File: src/inc/gmd_pkg.sv
/*
  Constants, types and register map of the graphics memory and display mode
  register bank.
  Assumes one 100 MHz clock and an AXI4-Lite master with 32-bit data.
*/
// What this block does
// - reset clears memory size field and access latency select to zero
// - memory size field 5:4 picks part count, density and bus width
// - latency select bit 0 sets precharge and row-to-column latency 3 or 2
// - reset clears wrap and combine, sync mode becomes 10, refresh 1000
// - reset leaves the scan mode field holding its old value
// - filter off: foreground and background leave as separate screens
// - filter on: averaged foreground and background leave as foreground
// - filter on: colour key detection runs on the averaged pixel
// - average per 5:6:5 component: add, shift right one, drop fraction
// - wrap off: background coordinates pass unwrapped
// - wrap on: x wraps at rendering width, y wraps at 512 pixels
// - wrap area origin comes from background start bits 13 to 9
// - combine bit 10 enables merging background into display output while filter is off
// - sync mode 10 makes sync pins inputs and holds composite sync high
`default_nettype none
package gmd_pkg;

  // ****************************************
  // register map
  // ****************************************
  localparam logic [7:0] GMD_OFS_MEM = 8'h00;
  localparam logic [7:0] GMD_OFS_DISP = 8'h04;
  localparam logic [7:0] GMD_OFS_STAT = 8'h08;

  // ****************************************
  // field positions
  // ****************************************
  localparam int GMD_MEM_LAT_BIT = 0;
  localparam int GMD_MEM_SIZE_LSB = 4;
  localparam int GMD_DISP_REF_LSB = 0;
  localparam int GMD_DISP_SCAN_LSB = 4;
  localparam int GMD_DISP_SYNC_LSB = 6;
  localparam int GMD_DISP_COMB_BIT = 10;
  localparam int GMD_DISP_WRAP_BIT = 11;
  localparam int GMD_DISP_FLT_BIT = 15;
  localparam int GMD_WRAP_Y_BITS = 9;
  localparam int GMD_BGS_ORG_LSB = 9;
  localparam int GMD_BGS_ORG_MSB = 13;

  // ****************************************
  // reset values and latency figures
  // ****************************************
  localparam logic [1:0] GMD_RST_SIZE = 2'h0;
  localparam logic GMD_RST_LAT = 1'b0;
  localparam logic [3:0] GMD_RST_REF = 4'h8;
  localparam logic [2:0] GMD_LAT_APL = 3'h5;
  localparam logic [2:0] GMD_LAT_WPL = 3'h2;
  localparam logic [2:0] GMD_LAT_SLOW = 3'h3;
  localparam logic [2:0] GMD_LAT_FAST = 3'h2;
  localparam logic [1:0] GMD_RESP_OKAY = 2'h0;
  localparam logic [1:0] GMD_RESP_SLVERR = 2'h2;

  // ****************************************
  // types
  // ****************************************
  typedef enum logic [1:0] {
    GMD_SYNC_MASTER = 2'b00,
    GMD_SYNC_SWITCH = 2'b01,
    GMD_SYNC_TV = 2'b10,
    GMD_SYNC_BAD = 2'b11
  } gmd_sync_e;

  typedef struct packed {
    logic [2:0] active_to_precharge_latency;
    logic [2:0] pre;
    logic [2:0] rcd;
    logic [2:0] write_to_precharge_latency;
  } gmd_lat_s;

  typedef struct packed {
    logic bus32;
    logic two_parts;
    logic dens64;
    logic part_x32;
  } gmd_memcfg_s;

  typedef struct packed {
    logic [15:0] fg;
    logic [15:0] bg;
  } gmd_pix_s;

  typedef struct packed {
    gmd_memcfg_s mem;
    gmd_lat_s lat;
  } gmd_stat_s;

endpackage
`default_nettype wire

File: src/gmd_filter.sv
/*
  Pixel stage: separate screens or 5:6:5 averaging, colour key match.
  Assumes pixel pairs and key come from logic on the same clock.
*/
`timescale 1ns/1ps
`default_nettype none
module gmd_filter (
  input wire logic clock,
  input wire logic reset,
  input wire logic flt_en,
  input wire logic comb_en,
  input wire logic pix_valid,
  input wire gmd_pkg::gmd_pix_s pix,
  input wire logic [15:0] colour_key,
  output logic out_valid_ff,
  output logic [15:0] out_fg_ff,
  output logic [15:0] out_bg_ff,
  output logic out_bg_valid_ff,
  output logic key_hit_ff
);
  import gmd_pkg::*;

  // ****************************************
  // averaging
  // ****************************************
  // per component sum then shift; the carry keeps the sum exact
  function automatic logic [15:0] avg565(input logic [15:0] a, input logic [15:0] b);
    logic [5:0] r;
    logic [6:0] g;
    logic [5:0] bl;
    r = {1'b0, a[15:11]} + {1'b0, b[15:11]};
    g = {1'b0, a[10:5]} + {1'b0, b[10:5]};
    bl = {1'b0, a[4:0]} + {1'b0, b[4:0]};
    return {r[5:1], g[6:1], bl[5:1]};
  endfunction

  logic [15:0] fg_sel;
  // averaged or plain foreground feeds both output and key match
  assign fg_sel = flt_en ? avg565(pix.fg, pix.bg) : pix.fg;

  // ****************************************
  // output register
  // ****************************************
  // key compare on the chosen pixel, so filter mode never tests raw fg
  always_ff @(posedge clock or posedge reset) begin
    if (reset) begin
      out_valid_ff <= 1'b0;
      out_fg_ff <= 16'h0000;
      out_bg_ff <= 16'h0000;
      out_bg_valid_ff <= 1'b0;
      key_hit_ff <= 1'b0;
    end else begin
      out_valid_ff <= pix_valid;
      out_fg_ff <= fg_sel;
      out_bg_ff <= flt_en ? 16'h0000 : pix.bg;
      out_bg_valid_ff <= pix_valid && !flt_en && comb_en;
      key_hit_ff <= pix_valid && (fg_sel == colour_key);
    end
  end
endmodule
`default_nettype wire

File: src/gmd_regs.sv
/*
  Memory configuration and primary display mode registers behind an
  AXI4-Lite slave, with latency decode, background wrap and sync pin control.
  Assumes a single clock and a master keeping AXI4-Lite handshake rules.
*/
`timescale 1ns/1ps
`default_nettype none
module gmd_regs (
  input wire logic clock,
  input wire logic reset,
  input wire logic [7:0] s_axi_awaddr,
  input wire logic s_axi_awvalid,
  output logic s_axi_awready,
  input wire logic [31:0] s_axi_wdata,
  input wire logic [3:0] s_axi_wstrb,
  input wire logic s_axi_wvalid,
  output logic s_axi_wready,
  output logic [1:0] s_axi_bresp,
  output logic s_axi_bvalid,
  input wire logic s_axi_bready,
  input wire logic [7:0] s_axi_araddr,
  input wire logic s_axi_arvalid,
  output logic s_axi_arready,
  output logic [31:0] s_axi_rdata,
  output logic [1:0] s_axi_rresp,
  output logic s_axi_rvalid,
  input wire logic s_axi_rready,
  input wire logic pix_valid,
  input wire gmd_pkg::gmd_pix_s pix,
  input wire logic [15:0] colour_key,
  input wire logic [11:0] bg_x,
  input wire logic [13:0] bg_y,
  input wire logic [11:0] rendering_memory_width,
  input wire logic [15:0] background_start_coordinate,
  output gmd_pkg::gmd_memcfg_s unified_graphics_memory,
  output gmd_pkg::gmd_lat_s mem_latency,
  output logic out_valid,
  output logic [15:0] foreground_screen,
  output logic [15:0] background_screen,
  output logic background_valid,
  output logic colour_key_detect,
  output logic [11:0] bg_fetch_x,
  output logic [13:0] bg_fetch_y,
  output logic [1:0] scan_mode,
  output logic [3:0] refresh_count,
  output logic sync_pins_oe_n,
  output logic csync_out,
  output logic display_enable
);
  import gmd_pkg::*;

  // ****************************************
  // register state
  // ****************************************
  logic [1:0] memory_size_ff;
  logic access_latency_select_ff;
  logic filter_average_enable_ff;
  logic background_wrap_enable_ff;
  logic background_combine_enable_ff;
  gmd_sync_e sync_mode_ff;
  logic [1:0] scan_mode_ff;
  logic [3:0] refresh_count_ff;

  logic aw_ok_ff;
  logic w_ok_ff;
  logic [7:0] waddr_ff;
  logic [31:0] wdata_ff;
  logic [3:0] wstrb_ff;
  logic awready_ff;
  logic wready_ff;
  logic bvalid_ff;
  logic [1:0] bresp_ff;
  logic arready_ff;
  logic rvalid_ff;
  logic [31:0] rdata_ff;
  logic [1:0] rresp_ff;

  gmd_memcfg_s memcfg_ff;
  gmd_lat_s lat_ff;
  logic [11:0] fetch_x_ff;
  logic [13:0] fetch_y_ff;
  logic oe_n_ff;
  logic csync_ff;
  logic disp_en_ff;

  // ****************************************
  // helpers
  // ****************************************
  // merge byte lanes; only the low two lanes hold register bits
  function automatic logic [15:0] merge16(input logic [15:0] old, input logic [31:0] d,
                                          input logic [3:0] s);
    return {s[1] ? d[15:8] : old[15:8], s[0] ? d[7:0] : old[7:0]};
  endfunction

  // reserved bits are never stored, so they read as zero
  function automatic logic [15:0] mem_view(input logic [1:0] sz, input logic lat);
    logic [15:0] v;
    v = 16'h0000;
    v[GMD_MEM_SIZE_LSB +: 2] = sz;
    v[GMD_MEM_LAT_BIT] = lat;
    return v;
  endfunction

  logic [15:0] mem_rd;
  logic [15:0] disp_rd;
  logic [15:0] mem_nv;
  logic [15:0] disp_nv;
  logic do_write;
  logic wr_mem;
  logic wr_disp;

  // current register images and their merged next images
  always_comb begin
    mem_rd = mem_view(memory_size_ff, access_latency_select_ff);
    disp_rd = 16'h0000;
    disp_rd[GMD_DISP_FLT_BIT] = filter_average_enable_ff;
    disp_rd[GMD_DISP_WRAP_BIT] = background_wrap_enable_ff;
    disp_rd[GMD_DISP_COMB_BIT] = background_combine_enable_ff;
    disp_rd[GMD_DISP_SYNC_LSB +: 2] = sync_mode_ff;
    disp_rd[GMD_DISP_SCAN_LSB +: 2] = scan_mode_ff;
    disp_rd[GMD_DISP_REF_LSB +: 4] = refresh_count_ff;
    mem_nv = merge16(mem_rd, wdata_ff, wstrb_ff);
    disp_nv = merge16(disp_rd, wdata_ff, wstrb_ff);
  end

  assign do_write = aw_ok_ff && w_ok_ff && !bvalid_ff;
  assign wr_mem = do_write && (waddr_ff[7:2] == GMD_OFS_MEM[7:2]);
  assign wr_disp = do_write && (waddr_ff[7:2] == GMD_OFS_DISP[7:2]);

  // ****************************************
  // axi write channels
  // ****************************************
  // address and data taken in either order; one write outstanding
  always_ff @(posedge clock or posedge reset) begin
    if (reset) begin
      aw_ok_ff <= 1'b0;
      w_ok_ff <= 1'b0;
      awready_ff <= 1'b1;
      wready_ff <= 1'b1;
      waddr_ff <= 8'h00;
      wdata_ff <= 32'h0000_0000;
      wstrb_ff <= 4'h0;
      bvalid_ff <= 1'b0;
      bresp_ff <= GMD_RESP_OKAY;
    end else begin
      if (s_axi_awvalid && awready_ff) begin
        aw_ok_ff <= 1'b1;
        awready_ff <= 1'b0;
        waddr_ff <= s_axi_awaddr;
      end
      if (s_axi_wvalid && wready_ff) begin
        w_ok_ff <= 1'b1;
        wready_ff <= 1'b0;
        wdata_ff <= s_axi_wdata;
        wstrb_ff <= s_axi_wstrb;
      end
      if (do_write) begin
        bvalid_ff <= 1'b1;
        bresp_ff <= (wr_mem || wr_disp || waddr_ff[7:2] == GMD_OFS_STAT[7:2]) ?
                    GMD_RESP_OKAY : GMD_RESP_SLVERR;
      end
      if (bvalid_ff && s_axi_bready) begin
        bvalid_ff <= 1'b0;
        aw_ok_ff <= 1'b0;
        w_ok_ff <= 1'b0;
        awready_ff <= 1'b1;
        wready_ff <= 1'b1;
      end
    end
  end

  // ****************************************
  // axi read channel
  // ****************************************
  // answer one cycle after the address is taken; unmapped reads zero
  always_ff @(posedge clock or posedge reset) begin
    if (reset) begin
      arready_ff <= 1'b1;
      rvalid_ff <= 1'b0;
      rdata_ff <= 32'h0000_0000;
      rresp_ff <= GMD_RESP_OKAY;
    end else if (s_axi_arvalid && arready_ff) begin
      arready_ff <= 1'b0;
      rvalid_ff <= 1'b1;
      rresp_ff <= GMD_RESP_OKAY;
      unique case (s_axi_araddr[7:2])
        GMD_OFS_MEM[7:2]: rdata_ff <= {16'h0000, mem_rd};
        GMD_OFS_DISP[7:2]: rdata_ff <= {16'h0000, disp_rd};
        GMD_OFS_STAT[7:2]: rdata_ff <= {16'h0000, memcfg_ff, lat_ff};
        default: begin
          rdata_ff <= 32'h0000_0000;
          rresp_ff <= GMD_RESP_SLVERR;
        end
      endcase
    end else if (rvalid_ff && s_axi_rready) begin
      rvalid_ff <= 1'b0;
      arready_ff <= 1'b1;
    end
  end

  // ****************************************
  // memory configuration register
  // ****************************************
  // no guard against writes mid access; software must keep clear
  always_ff @(posedge clock or posedge reset) begin
    if (reset) begin
      memory_size_ff <= GMD_RST_SIZE;
      access_latency_select_ff <= GMD_RST_LAT;
    end else if (wr_mem) begin
      memory_size_ff <= mem_nv[GMD_MEM_SIZE_LSB +: 2];
      access_latency_select_ff <= mem_nv[GMD_MEM_LAT_BIT];
    end
  end

  // ****************************************
  // display mode register
  // ****************************************
  // resettable display fields
  always_ff @(posedge clock or posedge reset) begin
    if (reset) begin
      filter_average_enable_ff <= 1'b0;
      background_wrap_enable_ff <= 1'b0;
      background_combine_enable_ff <= 1'b0;
      sync_mode_ff <= GMD_SYNC_TV;
      refresh_count_ff <= GMD_RST_REF;
    end else if (wr_disp) begin
      filter_average_enable_ff <= disp_nv[GMD_DISP_FLT_BIT];
      background_wrap_enable_ff <= disp_nv[GMD_DISP_WRAP_BIT];
      background_combine_enable_ff <= disp_nv[GMD_DISP_COMB_BIT];
      sync_mode_ff <= gmd_sync_e'(disp_nv[GMD_DISP_SYNC_LSB +: 2]);
      refresh_count_ff <= disp_nv[GMD_DISP_REF_LSB +: 4];
    end
  end

  // scan mode has no reset so it survives one; power-up value is unknown
  always_ff @(posedge clock) begin
    if (wr_disp && !reset) begin
      scan_mode_ff <= disp_nv[GMD_DISP_SCAN_LSB +: 2];
    end
  end

  // ****************************************
  // memory decode and latencies
  // ****************************************
  // registered so timing to the memory sequencer stays short
  always_ff @(posedge clock or posedge reset) begin
    if (reset) begin
      memcfg_ff <= '0;
      lat_ff <= '{GMD_LAT_APL, GMD_LAT_SLOW, GMD_LAT_SLOW, GMD_LAT_WPL};
    end else begin
      memcfg_ff.bus32 <= memory_size_ff[0];
      memcfg_ff.two_parts <= (memory_size_ff == 2'h1);
      memcfg_ff.dens64 <= memory_size_ff[1];
      memcfg_ff.part_x32 <= (memory_size_ff == 2'h3);
      lat_ff.active_to_precharge_latency <= GMD_LAT_APL;
      lat_ff.write_to_precharge_latency <= GMD_LAT_WPL;
      lat_ff.pre <= access_latency_select_ff ? GMD_LAT_FAST : GMD_LAT_SLOW;
      lat_ff.rcd <= access_latency_select_ff ? GMD_LAT_FAST : GMD_LAT_SLOW;
    end
  end

  // ****************************************
  // background wrap
  // ****************************************
  // x assumed below twice the width, so one subtraction wraps it
  always_ff @(posedge clock or posedge reset) begin
    if (reset) begin
      fetch_x_ff <= 12'h000;
      fetch_y_ff <= 14'h0000;
    end else if (background_wrap_enable_ff) begin
      fetch_x_ff <= (bg_x >= rendering_memory_width) ?
                    12'(bg_x - rendering_memory_width) : bg_x;
      fetch_y_ff <= {background_start_coordinate[GMD_BGS_ORG_MSB:GMD_BGS_ORG_LSB],
                     bg_y[GMD_WRAP_Y_BITS-1:0]};
    end else begin
      fetch_x_ff <= bg_x;
      fetch_y_ff <= bg_y;
    end
  end

  // ****************************************
  // sync pin control
  // ****************************************
  // pins become inputs in tv sync and switch modes; csync idles high
  always_ff @(posedge clock or posedge reset) begin
    if (reset) begin
      oe_n_ff <= 1'b1;
      csync_ff <= 1'b1;
      disp_en_ff <= 1'b0;
    end else begin
      oe_n_ff <= (sync_mode_ff != GMD_SYNC_MASTER);
      csync_ff <= 1'b1;
      disp_en_ff <= (sync_mode_ff != GMD_SYNC_SWITCH);
    end
  end

  // ****************************************
  // pixel stage
  // ****************************************
  gmd_filter u_filter (
    .clock(clock),
    .reset(reset),
    .flt_en(filter_average_enable_ff),
    .comb_en(background_combine_enable_ff),
    .pix_valid(pix_valid),
    .pix(pix),
    .colour_key(colour_key),
    .out_valid_ff(out_valid),
    .out_fg_ff(foreground_screen),
    .out_bg_ff(background_screen),
    .out_bg_valid_ff(background_valid),
    .key_hit_ff(colour_key_detect)
  );

  // ****************************************
  // outputs
  // ****************************************
  assign s_axi_awready = awready_ff;
  assign s_axi_wready = wready_ff;
  assign s_axi_bvalid = bvalid_ff;
  assign s_axi_bresp = bresp_ff;
  assign s_axi_arready = arready_ff;
  assign s_axi_rvalid = rvalid_ff;
  assign s_axi_rdata = rdata_ff;
  assign s_axi_rresp = rresp_ff;
  assign unified_graphics_memory = memcfg_ff;
  assign mem_latency = lat_ff;
  assign bg_fetch_x = fetch_x_ff;
  assign bg_fetch_y = fetch_y_ff;
  assign scan_mode = scan_mode_ff;
  assign refresh_count = refresh_count_ff;
  assign sync_pins_oe_n = oe_n_ff;
  assign csync_out = csync_ff;
  assign display_enable = disp_en_ff;
endmodule
`default_nettype wire

File: config.mk
export PLATFORM = sky130hd
export DESIGN_NAME = gmd_regs
export DESIGN_NICKNAME = d
export VERILOG_FILES = /design/src/inc/gmd_pkg.sv /design/src/gmd_filter.sv /design/src/gmd_regs.sv
export SDC_FILE = /design/constraint.sdc
export NUM_CORES = 1
export LEC_CHECK = 0
export BUFFER_PORTS_ARGS = -buffer_cell sky130_fd_sc_hd__clkbuf_2
export CORE_MARGIN = 2
export CORE_UTILIZATION = 50
export CTS_CLUSTER_DIAMETER = 120
export DETAILED_ROUTE_END_ITERATION = 6
export HOLD_SLACK_MARGIN = 0.03
export PLACE_DENSITY = 0.84
export SYNTH_ARGS = -nofsm -noshare
export SYNTH_HDL_FRONTEND = slang
export SYNTH_SLANG_ARGS = --single-unit
File: constraint.sdc
create_clock -name clock -period 6.68 [get_ports clock]
set_clock_uncertainty 0.1 [all_clocks]
set_input_delay 0.668 -clock clock [delete_from_list [all_inputs] [get_ports clock]]
set_output_delay 0.668 -clock clock [all_outputs]
set_load 0.005 [all_outputs]
==> reports/summary.log <==
[drt] Remaining DRCs 0
[synth] most area-hungry cell type in the Yosys netlist sky130_fd_sc_hd__dfrtp_1
[global_routing] maximum number of pins on one net before global-route repair 77
[drt] drt wl/cell 15.07 µm
[synth] cells taking the most area after synthesis sky130_fd_sc_hd__dfrtp_1, sky130_fd_sc_hd__mux2_2, sky130_fd_sc_hd__ha_1, sky130_fd_sc_hd__buf_4, sky130_fd_sc_hd__dfstp_2
[finish] relative area change from synthesis to final layout 26.99%
[floorplanning] die area 13,680 µm²
[worst_setup_path] worst-case register-to-register setup slack 3.91 ns
[worst_setup_path] crit start category primary input
[drt] detailed-route via count 5,037
[floorplanning] number of placement rows 41
[floorplanning] Die Span X 117.0 µm
[floorplanning] die outline height 117.0 µm
[floorplanning] effective utilization at floorplan 50.99%
[worst_hold_path] worst hold path type primary input to async pin
[worst_setup_path] Critical Setup Path Class primary input to flip-flop
[sta] measured slew at the worst slew-check pin 0.9332 ns
[global_routing] global-route wire length before repair 22.89 mm
[synth] largest family of logic cells by synthesized area simple AND/OR/NAND/NOR gates
[drt] vias per std cell 5.171
[worst_setup_path] cell at the slowest stage of the critical path sky130_fd_sc_hd__nor2_2
[sta] minimum period implied by the final worst setup slack 3.173 ns
[worst_setup_path] endpoint arrival time on the critical path 3.37 ns
[global_routing] met1 demand-to-capacity share in global routing 26.17%
[synth] sequential share of the synthesized area 49.30%
[synth] post-synthesis async set-or-reset flop share 98.40%
[global_routing] GR peak layer met2
[worst_setup_path] launch point of the critical path bg_x[0]
[worst_setup_path] worst reg2reg path endpoint u_filter.key_hit_ff
[synth] yosys synthesis warning count 0
[pwr] VDD IR-drop max 0.1730 mV
[global_routing] routing usage on met2 36.65%
[synth] cells after synthesis 568
[worst_setup_path] launching point of the worst reg2reg path filter_average_enable_ff
[synth] post-synthesis adder-cell area fraction 6.156%
[synth] fraction of synthesized cell area in xor and xnor cells 4.195%
[placement] number of buffers added on ports 220
[clock_network] number of gates given a new drive strength after cts 0
[sta] final count of pins violating max slew 0
[sta] upper clock frequency limit 315.1 MHz
[worst_setup_path] cell breakdown of the critical path clkbuf_2 -> inv_1 -> ha_1 -> fa_1 -> nand2b_1 -> a21oi_1 -> nor4_1 -> o31a_1 -> nor2_2 -> mux2_2
[synth] Synth Area in Compound Gates 8.841%
[sta] aggregate negative setup slack 0 ns
[global_routing] met3 track demand over resource 6.128%
[synth] simple-gate share of the synthesized area 13.80%
[global_routing] residual overflow from global routing 0
[placement] HPWL after detailed placement 11.22 mm
[clock_network] Post-CTS Setup Repair Bufs 0
[pwr] Power Density 319.8 nW/µm²
[clock_network] TritonCTS buffer count 17
[clock_network] number of H-tree branching levels 4
[worst_setup_path] critical path peak fanout 12
[placement] placer's final routability congestion estimate 0.9033
[sta] unrepaired setup endpoints after global routing no
[finish] count of filler cells inserted in the layout 974
[finish] most frequent cells in the layout sky130_fd_sc_hd__clkbuf_2, sky130_fd_sc_hd__dfrtp_1, sky130_fd_sc_hd__mux2_2
[sta] setup violators final 0
[worst_setup_path] logic depth of the worst setup path including buffers 10
[finish] Util after Layout 64.75%
[finish] # nets final 980
[synth] number of register bits inferred by synthesis 125
[worst_setup_path] endpoint type of the worst setup path flip-flop
[clock_network] clock sink total 125
[global_routing] vias in the first global route 4,816
[synth] post-synthesis cell type count 67
[status] status finished clean
[worst_setup_path] Top Family by Delay on Critical Path simple AND/OR/NAND/NOR gates
[finish] most common cell after layout, fill and taps aside sky130_fd_sc_hd__clkbuf_2
[sta] relative slew slack 37.79%
[worst_setup_path] CP peak stage delay 0.66 ns
[clock_network] clock network latency to the later pin of the worst-skew pair 0.41 ns
[finish] layout cells sized above 1 41.02%
[worst_setup_path] end point of the critical path bg_fetch_x[2]
[synth] top flip-flop cell by instance count after synthesis sky130_fd_sc_hd__dfrtp_1
[global_routing] initial antenna violation count 0
[flow_run] number of maximum-capacitance constraint violations 0
[clock_network] Post-CTS Hold Fix Bufs 0
[floorplanning] placeable core region 12,520 µm²
[pwr] leakage 4.089 nW
[clock_network] TritonCTS clock tree built
[drt] initial drt markers 339
[worst_setup_path] worst reg-to-reg path cell count 7
[synth] Post-Synthesis Mean Instance Area 11.24 µm²
[synth] mux cell area share after synthesis 10.86%
[clock_network] maximum count of clock buffers along a single path 2
[sta] count of final hold-check violations 0
[synth] area of the mapped netlist 6382 µm²
[floorplanning] ports placed on the boundary 289
[finish] count of inserted antenna diode cells 0
[drt] antenna viol nets, final 0
[worst_setup_path] CP Data Required Time 6.88 ns
[clock_network] clk root buf sky130_fd_sc_hd__clkbuf_16
[synth] top cell type's share of synthesized area 45.48%
[global_routing] Global Route Usage Sum 21.77%
[drt] drt pass-1 iters 4
[sta] post-route fraction of the period consumed by the critical path 47.50%
[drt] wire length after detailed routing 14.67 mm
[worst_setup_path] Worst Path Buf+Inv 2
[clock_network] clock-pin slew on the worst setup and hold paths 0.06 ns
[synth] number of synthesized flops with an enable pin 2
[layer usage]
layer	wire, µm	vias to the layer above	share of wire (%)
li1	-	2377	-
met1	5916	2412	40
met2	7353	213	50
met3	973	35	6.6
met4	431	0	2.9
met5	0	-	0
[power by group]
| group | switching [mW] | internal, mW | total, mW |
|---|---|---|---|
| clock | 0.354 | 0.577 | 0.932 |
| combinational | 0.286 | 0.305 | 0.591 |
| sequential | 0.118 | 0.951 | 1.07 |
| total | 0.759 | 1.83 | 2.59 |
[cell type report]
cell class / instances / area (µm²) / share of cell area, %
timing repair buffer: 222 / 1116 / 13.77
inverter: 28 / 107.6 / 1.328
clock inverter: 13 / 153.9 / 1.899
multi-input combinational: 395 / 2912 / 35.92
tap: 172 / 215.2 / 2.655
sequential: 125 / 3148 / 38.84
clock buffer: 19 / 452.9 / 5.588
[worst min-delay path by stage]
stage / start / slack (ns) / cells past startpoint / end
2_1_floorplan: access_latency_select_ff / 0.28 / 1 / mem_latency[3]
3_3_place_gp: access_latency_select_ff / 0.29 / 1 / mem_latency[3]
3_5_place_dp: access_latency_select_ff / 0.33 / 1 / mem_latency[3]
4_1_cts: reset / 0.24 / 2 / waddr_ff[2]
5_1_grt: bg_y[0] / 0.24 / 1 / bg_fetch_y[0]
6_report: reset / 0.22 / 2 / waddr_ff[2]
[synthesized netlist by cell type, types with 4 or more instances]
library cell / instances
sky130_fd_sc_hd__a211oi_1: 4
sky130_fd_sc_hd__a21oi_1: 23
sky130_fd_sc_hd__and2_1: 7
sky130_fd_sc_hd__buf_4: 32
sky130_fd_sc_hd__clkbuf_1: 11
sky130_fd_sc_hd__dfrtp_1: 116
sky130_fd_sc_hd__dfstp_2: 7
sky130_fd_sc_hd__fa_1: 4
sky130_fd_sc_hd__ha_1: 25
sky130_fd_sc_hd__inv_1: 27
sky130_fd_sc_hd__mux2_2: 42
sky130_fd_sc_hd__mux2_4: 10
sky130_fd_sc_hd__mux2i_1: 7
sky130_fd_sc_hd__nand2_1: 39
sky130_fd_sc_hd__nand2b_1: 8
sky130_fd_sc_hd__nand3_1: 22
sky130_fd_sc_hd__nand3b_1: 4
sky130_fd_sc_hd__nand4_1: 5
sky130_fd_sc_hd__nor2_1: 24
sky130_fd_sc_hd__nor2b_1: 22
sky130_fd_sc_hd__nor3_1: 10
sky130_fd_sc_hd__nor4_1: 4
sky130_fd_sc_hd__o21ai_0: 14
sky130_fd_sc_hd__o31ai_1: 5
sky130_fd_sc_hd__or2_2: 5
sky130_fd_sc_hd__xnor2_1: 17
sky130_fd_sc_hd__xor2_1: 11
[flip-flops by register name (all words and copies together) (netlist names), 4 cells and up]
signal / cells
wdata_ff: 11
refresh_count: 4
u_filter.out_bg_ff: 16
bg_fetch_y: 14
unified_graphics_memory: 4
s_axi_rdata: 15
u_filter.out_fg_ff: 16
waddr_ff: 6
bg_fetch_x: 12
[logic make-up (layout without fill, tap and decap cells)]
group | count (synthesis) | count (layout)
adder cells (fa/ha/maj) | 29 | 29
flip-flops | 125 | 125
multiplexers | 59 | 59
AO/OA/AOI/OAI | 83 | 83
XOR/XNOR | 29 | 29
AND/OR/NAND/NOR | 165 | 165
buffers and inverters | 76 | 282
other | 2 | 30
[worst reg2reg max path: cells and delay by family, from the launching register on]
family                 cells  cell delay [ns]
AO/OA/AOI/OAI              1             0.19
flip-flops                 1             0.63
AND/OR/NAND/NOR            3             0.81
XOR/XNOR                   1             0.17
multiplexers               1             0.36
buffers and inverters      1             0.42
[stage by stage]
step	hold slack [ns]	instance area (µm²)	total power [mW]	worst slack, ns	instances
final	0.2240	8105	2.592	3.507	974
after global routing	0.2351	8105	2.738	3.352	974
after CTS	0.2390	8105	2.609	3.559	974
after detailed placement	0.3252	7498	1.672	3.119	942
after global placement	0.2947	7498	1.643	3.148	942
after floorplan	0.2772	6487	1.444	2.653	596
Note: power is estimated with default switching activity, not from simulation.
